### config.mk
export PLATFORM = sky130hd
export DESIGN_NAME = lp2_state_machine
export DESIGN_NICKNAME = d
export VERILOG_FILES = /design/src/hw/lp2_pkg.sv /design/src/hw/lp2_state_machine.sv /design/src/hw/lp2_sync.sv /design/src/hw/lp2_mr_mem.sv
export SDC_FILE = /design/constraint.sdc
export NUM_CORES = 2
export LEC_CHECK = 0
export ABC_CLOCK_PERIOD_IN_PS = 11470
export BUFFER_PORTS_ARGS = -buffer_cell sky130_fd_sc_hd__buf_4
export CORE_MARGIN = 2
export CORE_UTILIZATION = 40
export DETAILED_ROUTE_END_ITERATION = 12
export REMOVE_ABC_BUFFERS = 1
export SETUP_SLACK_MARGIN = 0.3
export SYNTH_ARGS = -nofsm -noshare
export SYNTH_HDL_FRONTEND = slang
export SYNTH_SLANG_ARGS = --single-unit
### constraint.sdc
create_clock -name clk -period 11.47 [get_ports clk]
set_input_delay 0.5735 -clock clk [delete_from_list [all_inputs] [get_ports clk]]
set_output_delay 0.5735 -clock clk [all_outputs]
set_load 0.02 [all_outputs]
### src/hw/lp2_pkg.sv
package lp2_pkg;
	////////////////////////////////////////////////////////////////////////
	// Sizes and CA bus field positions
	localparam int CLK_NS = 10;
	localparam int NBANK = 8;
	localparam int BA_W = 3;
	localparam int CA_W = 10;
	localparam int MA_W = 8;
	localparam int MALO_W = 6;
	localparam int OP_W = 8;
	localparam int TMR_W = 10;
	localparam int CA_BA_LSB = 7;
	localparam int CA_MALO_LSB = 4;
	localparam int CA_MAHI_LSB = 0;
	localparam int CA_OP_LSB = 2;
	localparam int CA_AB_BIT = 4;
	localparam logic [MA_W-1:0] RESET_MA = 8'h3F;
	localparam logic CKE_RST = 1'h0;

	////////////////////////////////////////////////////////////////////////
	// Timing, in ns, and derived clk counts (least times round up)
	localparam int TRP_NS = 18;
	localparam int TRFCPB_NS = 60;
	localparam int TRFCAB_NS = 130;
	localparam int TMRR_NS = 20;
	localparam int TMRW_NS = 50;
	localparam int TXP_NS = 8;
	localparam int TXSR_NS = 140;
	localparam int TBURST_NS = 30;
	localparam int TINIT5_NS = 2000;
	localparam logic [TMR_W-1:0] TRP_CYC =
		TMR_W'((TRP_NS + CLK_NS - 1) / CLK_NS);
	localparam logic [TMR_W-1:0] TRFCPB_CYC =
		TMR_W'((TRFCPB_NS + CLK_NS - 1) / CLK_NS);
	localparam logic [TMR_W-1:0] TRFCAB_CYC =
		TMR_W'((TRFCAB_NS + CLK_NS - 1) / CLK_NS);
	localparam logic [TMR_W-1:0] TMRR_CYC =
		TMR_W'((TMRR_NS + CLK_NS - 1) / CLK_NS);
	localparam logic [TMR_W-1:0] TMRW_CYC =
		TMR_W'((TMRW_NS + CLK_NS - 1) / CLK_NS);
	localparam logic [TMR_W-1:0] TXP_CYC =
		TMR_W'((TXP_NS + CLK_NS - 1) / CLK_NS);
	localparam logic [TMR_W-1:0] TXSR_CYC =
		TMR_W'((TXSR_NS + CLK_NS - 1) / CLK_NS);
	localparam logic [TMR_W-1:0] TBURST_CYC =
		TMR_W'((TBURST_NS + CLK_NS - 1) / CLK_NS);
	localparam logic [TMR_W-1:0] TINIT5_CYC =
		TMR_W'((TINIT5_NS + CLK_NS - 1) / CLK_NS);

	////////////////////////////////////////////////////////////////////////
	// Types
	typedef enum logic [12:0] {
		DEV_PWRON = 13'h0001,
		DEV_RESET = 13'h0002,
		DEV_RUN = 13'h0004,
		DEV_MRW = 13'h0008,
		DEV_MRR_IDLE = 13'h0010,
		DEV_MRR_ACT = 13'h0020,
		DEV_MRR_RST = 13'h0040,
		DEV_REFALL = 13'h0080,
		DEV_PD_ACT = 13'h0100,
		DEV_PD_IDLE = 13'h0200,
		DEV_PD_RST = 13'h0400,
		DEV_SREF = 13'h0800,
		DEV_DPD = 13'h1000
	} lp2_dev_t;

	typedef enum logic [5:0] {
		BK_IDLE = 6'h01,
		BK_ACT = 6'h02,
		BK_RD = 6'h04,
		BK_WR = 6'h08,
		BK_PRE = 6'h10,
		BK_REF = 6'h20
	} lp2_bank_t;

	typedef enum logic [9:0] {
		CMD_MRW = 10'h001,
		CMD_MRR = 10'h002,
		CMD_REFPB = 10'h004,
		CMD_REFAB = 10'h008,
		CMD_ACT = 10'h010,
		CMD_WR = 10'h020,
		CMD_RD = 10'h040,
		CMD_PRE = 10'h080,
		CMD_BST = 10'h100,
		CMD_NOP = 10'h200
	} lp2_cmd_t;

	localparam lp2_dev_t DEV_RST_VAL = DEV_PWRON;
	localparam lp2_bank_t BK_RST_VAL = BK_IDLE;

	typedef struct packed {
		logic ck;
		logic cke;
		logic csN;
		logic [CA_W-1:0] ca;
	} lp2_pins_t;

	// Rising-edge command code from CA0..CA3; deselect reads as NOP
	function automatic lp2_cmd_t lp2_decode(input logic csN,
		input logic [3:0] op);
		lp2_cmd_t c;
		c = CMD_NOP;
		if (csN) begin
			c = CMD_NOP;
		end else if (!op[0] && !op[1]) begin
			if (op[2]) begin
				c = op[3] ? CMD_REFAB : CMD_REFPB;
			end else begin
				c = op[3] ? CMD_MRR : CMD_MRW;
			end
		end else if (!op[0]) begin
			c = CMD_ACT;
		end else if (!op[1]) begin
			c = op[2] ? CMD_RD : CMD_WR;
		end else if (!op[2]) begin
			c = op[3] ? CMD_PRE : CMD_BST;
		end
		return c;
	endfunction : lp2_decode
endpackage : lp2_pkg

### src/hw/lp2_state_machine.sv
`timescale 1ns/1ps
`default_nettype none
module lp2_state_machine
	import lp2_pkg::*;
(
	// System
	input wire logic clk,
	input wire logic rstn,
	// Memory pins from the controller
	input wire logic ck,
	input wire logic cke,
	input wire logic csN,
	input wire logic [CA_W-1:0] ca,
	// Device and bank state
	output var lp2_dev_t devState,
	output var lp2_bank_t [NBANK-1:0] bankState,
	output logic exitWait,
	output logic initDone,
	// Mode register read data
	output logic [OP_W-1:0] mrrData,
	output logic mrrValid
);
	////////////////////////////////////////////////////////////////////////
	// Pin sampling and link clock edges
	lp2_pins_t pinsRaw;
	lp2_pins_t pins;
	logic ckDly_q;
	logic ckRise;
	logic ckFall;
	logic ckePrev_q;
	logic hh;
	logic hl;
	logic lh;

	assign pinsRaw = {ck, cke, csN, ca};

	lp2_sync #(
		.W($bits(lp2_pins_t))
	) uSync (
		.clk(clk),
		.rstn(rstn),
		.d(pinsRaw),
		.q(pins)
	);

	always_ff @(posedge clk or negedge rstn) begin
		if (!rstn) begin
			ckDly_q <= 1'h0;
		end else begin
			ckDly_q <= pins.ck;
		end
	end

	// All pins share one synchroniser depth, so they stay aligned to ck
	assign ckRise = pins.ck & ~ckDly_q;
	assign ckFall = ~pins.ck & ckDly_q;

	always_ff @(posedge clk or negedge rstn) begin
		if (!rstn) begin
			ckePrev_q <= CKE_RST;
		end else if (ckRise) begin
			ckePrev_q <= pins.cke;
		end
	end

	assign hh = ckePrev_q & pins.cke;
	assign hl = ckePrev_q & ~pins.cke;
	assign lh = ~ckePrev_q & pins.cke;

	////////////////////////////////////////////////////////////////////////
	// Command decode and qualifiers
	lp2_dev_t devState_q;
	lp2_bank_t bankState_q [NBANK];
	logic [TMR_W-1:0] devTmr_q;
	logic [TMR_W-1:0] exitTmr_q;
	logic [TMR_W-1:0] initTmr_q;
	logic initRun_q;
	logic initDone_q;
	lp2_cmd_t cmd;
	logic [BA_W-1:0] ba;
	logic allIdle;
	logic noBurst;
	logic accept;
	logic run;
	logic mrwStart;
	logic mrrStart;
	logic refAbStart;
	logic dpdExit;
	logic mrwPend_q;
	logic mrrPend_q;
	logic [MALO_W-1:0] maLo_q;
	logic [MA_W-1:0] maFull;
	logic mrwFall;
	logic resetGo;
	logic memWe;
	logic mrrRd;
	logic mrrValid_q;
	logic [BA_W-1:0] lastBank_q;
	logic [BA_W-1:0] refPtr_q;

	assign cmd = lp2_decode(pins.csN, pins.ca[3:0]);
	assign ba = pins.ca[CA_BA_LSB +: BA_W];

	always_comb begin
		allIdle = 1'h1;
		noBurst = 1'h1;
		for (int i = 0; i < NBANK; i++) begin
			if (bankState_q[i] != BK_IDLE) begin
				allIdle = 1'h0;
			end
			if (bankState_q[i] != BK_IDLE && bankState_q[i] != BK_ACT) begin
				noBurst = 1'h0;
			end
		end
	end

	// Commands during the exit wait are not acted on
	assign accept = ckRise & hh & ~pins.csN & (exitTmr_q == '0);
	assign run = accept & (devState_q == DEV_RUN);
	assign mrwStart = accept & (cmd == CMD_MRW) &
		((devState_q == DEV_RUN & allIdle) | devState_q == DEV_PWRON);
	assign mrrStart = accept & (cmd == CMD_MRR) &
		((devState_q == DEV_RUN & noBurst) | devState_q == DEV_RESET);
	assign refAbStart = run & (cmd == CMD_REFAB) & allIdle;
	assign dpdExit = ckRise & lh & pins.csN & (devState_q == DEV_DPD);

	// Second half of MRW/MRR arrives on the falling ck edge
	assign maFull = {pins.ca[CA_MAHI_LSB +: 2], maLo_q};
	assign mrwFall = ckFall & mrwPend_q;
	assign resetGo = mrwFall & (maFull == RESET_MA);
	assign memWe = mrwFall & ~resetGo;
	assign mrrRd = ckFall & mrrPend_q;

	always_ff @(posedge clk or negedge rstn) begin
		if (!rstn) begin
			mrwPend_q <= 1'h0;
			mrrPend_q <= 1'h0;
			maLo_q <= '0;
			mrrValid_q <= 1'h0;
		end else begin
			mrrValid_q <= mrrRd;
			if (mrwStart || mrrStart) begin
				maLo_q <= pins.ca[CA_MALO_LSB +: MALO_W];
			end
			if (mrwStart) begin
				mrwPend_q <= 1'h1;
			end else if (ckFall) begin
				mrwPend_q <= 1'h0;
			end
			if (mrrStart) begin
				mrrPend_q <= 1'h1;
			end else if (ckFall) begin
				mrrPend_q <= 1'h0;
			end
		end
	end

	lp2_mr_mem uMr (
		.clk(clk),
		.rstn(rstn),
		.we(memWe),
		.waddr(maFull),
		.wdata(pins.ca[CA_OP_LSB +: OP_W]),
		.re(mrrRd),
		.raddr(maFull),
		.rdata(mrrData)
	);

	////////////////////////////////////////////////////////////////////////
	// Initialisation timer
	always_ff @(posedge clk or negedge rstn) begin
		if (!rstn) begin
			initTmr_q <= '0;
			initRun_q <= 1'h0;
			initDone_q <= 1'h0;
		end else if (resetGo) begin
			initTmr_q <= TINIT5_CYC;
			initRun_q <= 1'h1;
			initDone_q <= 1'h0;
		end else if (dpdExit) begin
			initRun_q <= 1'h0;
			initDone_q <= 1'h0;
		end else if (initRun_q) begin
			if (initTmr_q == '0) begin
				initRun_q <= 1'h0;
				initDone_q <= 1'h1;
			end else begin
				initTmr_q <= initTmr_q - 1'h1;
			end
		end
	end

	////////////////////////////////////////////////////////////////////////
	// Device power state
	always_ff @(posedge clk or negedge rstn) begin
		if (!rstn) begin
			devState_q <= DEV_RST_VAL;
			devTmr_q <= '0;
			exitTmr_q <= '0;
		end else begin
			if (devTmr_q != '0) begin
				devTmr_q <= devTmr_q - 1'h1;
			end
			if (exitTmr_q != '0) begin
				exitTmr_q <= exitTmr_q - 1'h1;
			end
			if (ckRise && hl) begin
				if (devState_q == DEV_RUN && pins.csN) begin
					devState_q <= allIdle ? DEV_PD_IDLE : DEV_PD_ACT;
				end else if (devState_q == DEV_RUN && allIdle &&
					(cmd == CMD_REFPB || cmd == CMD_REFAB)) begin
					devState_q <= DEV_SREF;
				end else if (devState_q == DEV_RUN && allIdle &&
					(cmd == CMD_PRE || cmd == CMD_BST)) begin
					devState_q <= DEV_DPD;
				end else if (devState_q == DEV_RESET && pins.csN) begin
					devState_q <= DEV_PD_RST;
				end
			end else if (ckRise && lh && pins.csN) begin
				unique case (devState_q)
					DEV_PD_ACT, DEV_PD_IDLE: begin
						devState_q <= DEV_RUN;
						exitTmr_q <= TXP_CYC;
					end
					DEV_PD_RST: begin
						devState_q <= initDone_q ? DEV_RUN : DEV_RESET;
						exitTmr_q <= TXP_CYC;
					end
					DEV_SREF: begin
						devState_q <= DEV_RUN;
						exitTmr_q <= TXSR_CYC;
					end
					DEV_DPD: begin
						devState_q <= DEV_PWRON;
					end
					// Rising CKE from a running state is an illegal sequence
					default: begin
					end
				endcase
			end else if (mrwStart && devState_q == DEV_RUN) begin
				devState_q <= DEV_MRW;
				devTmr_q <= TMRW_CYC;
			end else if (mrrStart) begin
				devTmr_q <= TMRR_CYC;
				if (devState_q == DEV_RESET) begin
					devState_q <= DEV_MRR_RST;
				end else if (allIdle) begin
					devState_q <= DEV_MRR_IDLE;
				end else begin
					devState_q <= DEV_MRR_ACT;
				end
			end else if (refAbStart) begin
				devState_q <= DEV_REFALL;
				devTmr_q <= TRFCAB_CYC;
			end else if (resetGo) begin
				devState_q <= DEV_RESET;
			end else if (devTmr_q == '0) begin
				unique case (devState_q)
					DEV_MRW, DEV_MRR_IDLE, DEV_MRR_ACT, DEV_MRR_RST,
					DEV_REFALL: begin
						devState_q <= DEV_RUN;
					end
					DEV_RESET: begin
						if (initDone_q) begin
							devState_q <= DEV_RUN;
						end
					end
					// Power-on and run wait for commands; low-power states wait for CKE to rise
					DEV_PWRON, DEV_RUN, DEV_PD_ACT, DEV_PD_IDLE, DEV_PD_RST,
					DEV_SREF, DEV_DPD: begin
					end
				endcase
			end
		end
	end

	////////////////////////////////////////////////////////////////////////
	// Burst tracking and per-bank refresh pointer
	always_ff @(posedge clk or negedge rstn) begin
		if (!rstn) begin
			lastBank_q <= '0;
			refPtr_q <= '0;
		end else begin
			if (run && (cmd == CMD_RD || cmd == CMD_WR)) begin
				lastBank_q <= ba;
			end
			if (run && cmd == CMD_REFPB && bankState_q[refPtr_q] == BK_IDLE) begin
				refPtr_q <= refPtr_q + 1'h1;
			end
		end
	end

	////////////////////////////////////////////////////////////////////////
	// Bank state machines
	for (genvar b = 0; b < NBANK; b++) begin : gBank
		logic [TMR_W-1:0] tmr_q;
		logic hit;
		logic preHit;
		logic refHit;
		logic bstHit;

		assign hit = (ba == BA_W'(b));
		assign preHit = (cmd == CMD_PRE) & (pins.ca[CA_AB_BIT] | hit);
		assign refHit = (cmd == CMD_REFPB) & (refPtr_q == BA_W'(b));
		assign bstHit = (cmd == CMD_BST) & (lastBank_q == BA_W'(b));

		always_ff @(posedge clk or negedge rstn) begin
			if (!rstn) begin
				bankState_q[b] <= BK_RST_VAL;
				tmr_q <= '0;
			end else begin
				if (tmr_q != '0) begin
					tmr_q <= tmr_q - 1'h1;
				end
				if (resetGo) begin
					bankState_q[b] <= BK_IDLE;
					tmr_q <= '0;
				end else if (run) begin
					unique case (bankState_q[b])
						BK_IDLE: begin
							if (cmd == CMD_ACT && hit) begin
								bankState_q[b] <= BK_ACT;
							end else if (refHit) begin
								bankState_q[b] <= BK_REF;
								tmr_q <= TRFCPB_CYC;
							end else if (preHit) begin
								bankState_q[b] <= BK_PRE;
								tmr_q <= TRP_CYC;
							end
						end
						BK_ACT: begin
							if (cmd == CMD_RD && hit) begin
								bankState_q[b] <= BK_RD;
								tmr_q <= TBURST_CYC;
							end else if (cmd == CMD_WR && hit) begin
								bankState_q[b] <= BK_WR;
								tmr_q <= TBURST_CYC;
							end else if (preHit) begin
								bankState_q[b] <= BK_PRE;
								tmr_q <= TRP_CYC;
							end
						end
						BK_RD, BK_WR: begin
							if (cmd == CMD_RD && hit) begin
								bankState_q[b] <= BK_RD;
								tmr_q <= TBURST_CYC;
							end else if (cmd == CMD_WR && hit) begin
								bankState_q[b] <= BK_WR;
								tmr_q <= TBURST_CYC;
							end else if (bstHit) begin
								bankState_q[b] <= BK_ACT;
								tmr_q <= '0;
							end
						end
						// Busy banks take only NOP from the controller
						BK_PRE, BK_REF: begin
						end
					endcase
				end else if (tmr_q == '0) begin
					unique case (bankState_q[b])
						BK_PRE, BK_REF: begin
							bankState_q[b] <= BK_IDLE;
						end
						BK_RD, BK_WR: begin
							bankState_q[b] <= BK_ACT;
						end
						BK_IDLE, BK_ACT: begin
						end
					endcase
				end
			end
		end

		assign bankState[b] = bankState_q[b];
	end

	////////////////////////////////////////////////////////////////////////
	// Outputs
	assign devState = devState_q;
	assign exitWait = (exitTmr_q != '0);
	assign initDone = initDone_q;
	assign mrrValid = mrrValid_q;
endmodule : lp2_state_machine
`default_nettype wire

### src/hw/lp2_sync.sv
`timescale 1ns/1ps
`default_nettype none
module lp2_sync #(
	parameter int W = 1
) (
	// System
	input wire logic clk,
	input wire logic rstn,
	// Data
	input wire logic [W-1:0] d,
	output logic [W-1:0] q
);
	for (genvar i = 0; i < W; i++) begin : gBit
		logic meta_q;
		logic sync_q;
		always_ff @(posedge clk or negedge rstn) begin
			if (!rstn) begin
				meta_q <= 1'h0;
				sync_q <= 1'h0;
			end else begin
				meta_q <= d[i];
				sync_q <= meta_q;
			end
		end
		assign q[i] = sync_q;
	end
endmodule : lp2_sync
`default_nettype wire

### src/hw/lp2_mr_mem.sv
`timescale 1ns/1ps
`default_nettype none
module lp2_mr_mem
	import lp2_pkg::*;
(
	// System
	input wire logic clk,
	input wire logic rstn,
	// Write port
	input wire logic we,
	input wire logic [MA_W-1:0] waddr,
	input wire logic [OP_W-1:0] wdata,
	// Read port, data one cycle after re
	input wire logic re,
	input wire logic [MA_W-1:0] raddr,
	output logic [OP_W-1:0] rdata
);
	logic [OP_W-1:0] mem [2**MA_W];

	always_ff @(posedge clk) begin
		if (we) begin
			mem[waddr] <= wdata;
		end
	end

	always_ff @(posedge clk or negedge rstn) begin
		if (!rstn) begin
			rdata <= 8'h00;
		end else if (re) begin
			rdata <= mem[raddr];
		end
	end
endmodule : lp2_mr_mem
`default_nettype wire

==> out/summary.log <==
[status] result of the run finished, violations left
[status] violated checks capacitance limit, slew limit
[yosys] combined area of all synthesized cells 92970 sq um
[floorplan] I/O pin total 87
[yosys] combinational family with the most area after synthesis multiplexers
[timing] highest achievable clock rate 191.0 MHz
[power] static power due to leakage 33.44 nW
[critical_path] number of cells on the worst reg-to-reg path 8
[global_route] global-route congestion overflow total 0
[power] Power Internal 13.26 mW
[final_layout] Nets 5458
[critical_path] R2R Path End uMr.rdata[2]
[final_layout] final standard cell utilization of the core 45.41%
[timing] share of the clock period used by the worst path 45.63%
[yosys] most common flop cell mapped by yosys sky130_fd_sc_hd__edfxtp_1
[place] routability congestion estimate from global placement 0.9438
[routing] via density per instance 6.118
[yosys] proportion of synthesized area in mux cells 14.12%
[critical_path] reg-to-reg startpoint maLo_q[1]
[clock_network] largest buffer count on any clock path 3
[routing] final wirelength 275600 um
[yosys] post-synthesis register bit count 2272
[yosys] synthesized-area fraction occupied by ao, oa, aoi and oai cells 4.639%
[critical_path] CP Data Required Time 12.23 ns
[timing] final critical path time including I/O delays and setup 5.234 ns
[global_route] total global-route track usage 22.99%
[routing] Routed WL per cell 31.85 um
[place] Port Buffer Count 86
[final_layout] Non-Filler Instances 8653
[yosys] mean post-synth cell area 17.68 sq um
[power] part of the total power dissipated in the clock network 43.5%
[timing] Setup TNS Final 0 ns
[final_layout] fraction of final layout cells sized beyond drive strength 1 20.43%
[worst_hold_path] Hold Crit Class input pin to async pin
[yosys] share of flip-flops with an asynchronous set or reset 9.859%
[floorplan] die extent in y 486.1 um
[critical_path] flop2flop setup slack 6.24 ns
[timing] Final setup violation count 0
[timing] Final Slew Violations 1
[power] sequential group share of total power 54.2%
[global_route] via count of the first global-routing pass 51540
[power] Logic pwr share 2.3%
[floorplan] area of the die 236300 sq um
[yosys] Synth Area in Adders 0.2288%
[critical_path] Setup crit end kind register
[yosys] number of distinct library cell variants in the gate-level netlist after synthesis 97
[final_layout] Layout Area Growth over Synthesis 12.62%
[routing] total number of vias 52940
[critical_path] arrival time of the worst setup path 5.99 ns
[critical_path] Setup crit start kind register
[clock_network] number of buffers added by the clock tree synthesis step 221
[clock_network] register clock-pin slew on the reported worst setup and hold paths 0.06 ns
[clock_network] Setup Fix Bufs, Post-CTS 0
[final_layout] multi-input gate area in the final layout 24370 sq um
[floorplan] starting density of the core 40.32%
[final_layout] Layout fillers 19470
[global_route] pin count of the biggest net entering global routing 187
[clock_network] buffer type at the clock tree root sky130_fd_sc_hd__clkbuf_16
[place] HPWL after detailed placement 173800 um
[yosys] cells after synthesis 5260
[routing] remaining routing DRC violations 0
[place] count of placed standard cells including taps 8214
[yosys] number of warning messages in the yosys log 0
[floorplan] horizontal die dimension 486.1 um
[timing] Hold Vio Cnt, Final 0
[routing] number of DRC markers in iteration 0 7022
[yosys] xor and xnor fraction of the mapped netlist area 0.7725%
[yosys] number of enable flip-flop cells after synthesis 2048
[clock_network] TritonCTS clock tree done
[power] worst vdd rail ir drop 0.1292 mV
[power] power per standard cell area 161.1 nW/um^2
[power] fraction of power spent switching nets 21.41%
[clock_network] Clock Sinks 2272
[floorplan] Core Region 230600 sq um
[critical_path] CP Class register to register
[timing] Clock Skew 0.06526 ns
[final_layout] sequential standard cell area 67160 sq um
[yosys] portion of the post-synthesis area used by sequential elements 72.19%
[job] max-cap violations 2
[timing] headroom to the max-slew limit -2.384%
[critical_path] maximum net fanout on the critical path 67
[clock_network] Clock Latency Late Sink 0.90 ns
[global_route] global-route wire length before repair 390300 um
[timing] transition time at the pin with the least slew margin 1.493 ns
[routing] number of detailed-route iterations in the first pass 7
[routing] antenna-violating nets left 0
[timing] RSZ-0062 raised after global routing no
[power] switching power summed over all nets 3.612 mW
[floorplan] Cell Rows 176
[global_route] initial antenna violation count 15
[clock_network] Max H-tree Level 4
[yosys] fraction of the mapped netlist area in simple logic gates 6.313%
sequential cells by signal, indices dropped and copies added, names as in the netlist, 3 cells and up:
| signal | count |
|---|---|
| uSync.gBit.meta_q | 13 |
| exitTmr_q | 10 |
| maLo_q | 6 |
| refPtr_q | 3 |
| gBank.tmr_q | 80 |
| bankState | 48 |
| lastBank_q | 3 |
| uSync.gBit.sync_q | 13 |
| uMr.rdata | 8 |
| uMr.mem | 2048 |
| initTmr_q | 10 |
| devState | 13 |
| devTmr_q | 10 |
Yosys cell counts (11+ instances only):
master                     number  area share (%)
sky130_fd_sc_hd__mux2i_1      125             1.3
sky130_fd_sc_hd__nand3_1       94            0.51
sky130_fd_sc_hd__clkbuf_1     127            0.51
sky130_fd_sc_hd__inv_1         76            0.31
sky130_fd_sc_hd__a221oi_1      19            0.18
sky130_fd_sc_hd__a21oi_1      139            0.75
sky130_fd_sc_hd__o22ai_1       37            0.25
sky130_fd_sc_hd__buf_2        100            0.54
sky130_fd_sc_hd__nand2b_1      17            0.11
sky130_fd_sc_hd__xor2_1        33            0.31
sky130_fd_sc_hd__buf_1         17           0.069
sky130_fd_sc_hd__nor3b_1       13            0.10
sky130_fd_sc_hd__mux4_2       520              13
sky130_fd_sc_hd__xnor2_1       49            0.46
sky130_fd_sc_hd__a22oi_1       51            0.41
sky130_fd_sc_hd__edfxtp_1    2048              66
sky130_fd_sc_hd__nand2_1      243            0.98
sky130_fd_sc_hd__nor2_1       496             2.0
sky130_fd_sc_hd__mux2_2        14            0.17
sky130_fd_sc_hd__a31oi_1       37            0.25
sky130_fd_sc_hd__o21a_1        15            0.12
sky130_fd_sc_hd__and2_1        18            0.12
sky130_fd_sc_hd__nor4_1        56            0.38
sky130_fd_sc_hd__ha_1          17            0.23
sky130_fd_sc_hd__nand3b_1      14            0.11
sky130_fd_sc_hd__nor3_1        60            0.32
sky130_fd_sc_hd__a21o_1        11           0.089
sky130_fd_sc_hd__a211oi_1      18            0.15
sky130_fd_sc_hd__o32ai_1       12            0.11
sky130_fd_sc_hd__or4_1         26            0.21
sky130_fd_sc_hd__nor2b_1       31            0.21
sky130_fd_sc_hd__nand4_1       30            0.20
sky130_fd_sc_hd__buf_4         29            0.23
sky130_fd_sc_hd__a22o_1        21            0.20
sky130_fd_sc_hd__or3_1         17            0.11
sky130_fd_sc_hd__dfrtp_1      215             5.8
sky130_fd_sc_hd__o211ai_1      26            0.21
sky130_fd_sc_hd__o21ai_0      168            0.90
sky130_fd_sc_hd__and3_1        14           0.094
worst max-delay path by stage:
| stage | cells past startpoint | endpoint | startpoint | slack (ns) |
|---|---|---|---|---|
| detailed placement | 10 | uMr.rdata[4] | maLo_q[0] | 6.17 |
| CTS | 10 | uMr.rdata[4] | maLo_q[0] | 6.17 |
| floorplan | 3 | gBank[5].tmr_q[3] | maLo_q[0] | -11.26 |
| global route | 9 | uMr.rdata[3] | maLo_q[0] | 5.92 |
| finish | 8 | uMr.rdata[2] | maLo_q[1] | 6.24 |
| global placement | 8 | uMr.rdata[3] | maLo_q[1] | 5.52 |
logic make-up after synthesis:
group | after synthesis
flip-flops | 2272
AND/OR/NAND/NOR | 1209
AO/OA/AOI/OAI | 663
multiplexers | 660
buffers and inverters | 356
XOR/XNOR | 82
adder cells (fa/ha/maj) | 17
other | 1
critical path: stages (launching register included):
cell and delay (ns):
sky130_fd_sc_hd__dfrtp_4 0.79, sky130_fd_sc_hd__buf_12 0.47, sky130_fd_sc_hd__buf_4 0.72, sky130_fd_sc_hd__mux4_2 0.66, sky130_fd_sc_hd__o21ai_0 1.05, sky130_fd_sc_hd__a21oi_1 0.13
sky130_fd_sc_hd__a2111oi_0 0.71, sky130_fd_sc_hd__and4b_1 0.35, sky130_fd_sc_hd__a31oi_1 0.10
metal layers:
layer  share of wire [%]  GRT usage, %  up-vias
met4                 4.9         9.964        6
met1                  39         31.43    27870
li1                    -             -    21550
met3                  10         5.676      588
met2                  45         35.08     2915
met5               0.012             0        -
cell type report:
| cell class | instances | share of cell area (%) |
|---|---|---|
| diodes | 8 | 0.01912 |
| inverters | 78 | 0.2844 |
| clock inverters | 144 | 1.477 |
| repair buffers | 214 | 1.660 |
| multi-input cells | 2639 | 23.28 |
| clock buffers | 272 | 5.522 |
| well taps | 3026 | 3.616 |
| flip-flops and latches | 2272 | 64.14 |
power by group through the flow:
stage | sequential [mW] | clock (mW) | combinational, mW
finish | 9.14 | 7.34 | 0.385
global route | 9.15 | 7.75 | 0.423
CTS | 9.14 | 7.42 | 0.385
detailed placement | 9.32 | 0 | 0.380
global placement | 9.31 | 0 | 0.367
floorplan | 9.37 | 0 | 0.162
stage by stage:
stage	setup slack, ns	instance area (sq um)	total power, mW	hold slack (ns)
floorplan	-11.26	91680	9.533	0.2779
global placement	5.518	97200	9.679	0.3389
detailed placement	6.174	97210	9.696	0.3362
CTS	6.170	104700	16.95	0.2603
global route	5.919	104700	17.32	0.3042
finish	6.236	104700	16.87	0.2571
placed cells by master (no fill, tap or decap), types with 45 or more instances in the layout:
| master | count |
|---|---|
| sky130_fd_sc_hd__nor2_1 | 495 |
| sky130_fd_sc_hd__a22oi_1 | 51 |
| sky130_fd_sc_hd__xnor2_1 | 49 |
| sky130_fd_sc_hd__nor4_1 | 54 |
| sky130_fd_sc_hd__a21oi_1 | 139 |
| sky130_fd_sc_hd__clkinv_1 | 58 |
| sky130_fd_sc_hd__buf_4 | 190 |
| sky130_fd_sc_hd__mux2i_1 | 125 |
| sky130_fd_sc_hd__clkbuf_16 | 221 |
| sky130_fd_sc_hd__nand2_1 | 234 |
| sky130_fd_sc_hd__inv_1 | 74 |
| sky130_fd_sc_hd__edfxtp_1 | 2048 |
| sky130_fd_sc_hd__mux4_2 | 520 |
| sky130_fd_sc_hd__nor3_1 | 60 |
| sky130_fd_sc_hd__clkbuf_1 | 45 |
| sky130_fd_sc_hd__dfrtp_1 | 201 |
| sky130_fd_sc_hd__o21ai_0 | 168 |
| sky130_fd_sc_hd__nand3_1 | 93 |
timing repair:
item,4_1_cts,5_1_grt
hold buffers,14,0
hold endpoints to repair,98,0
gates resized for setup,0,0
setup endpoints to repair,0,0
(Power assumes the default switching activity.)
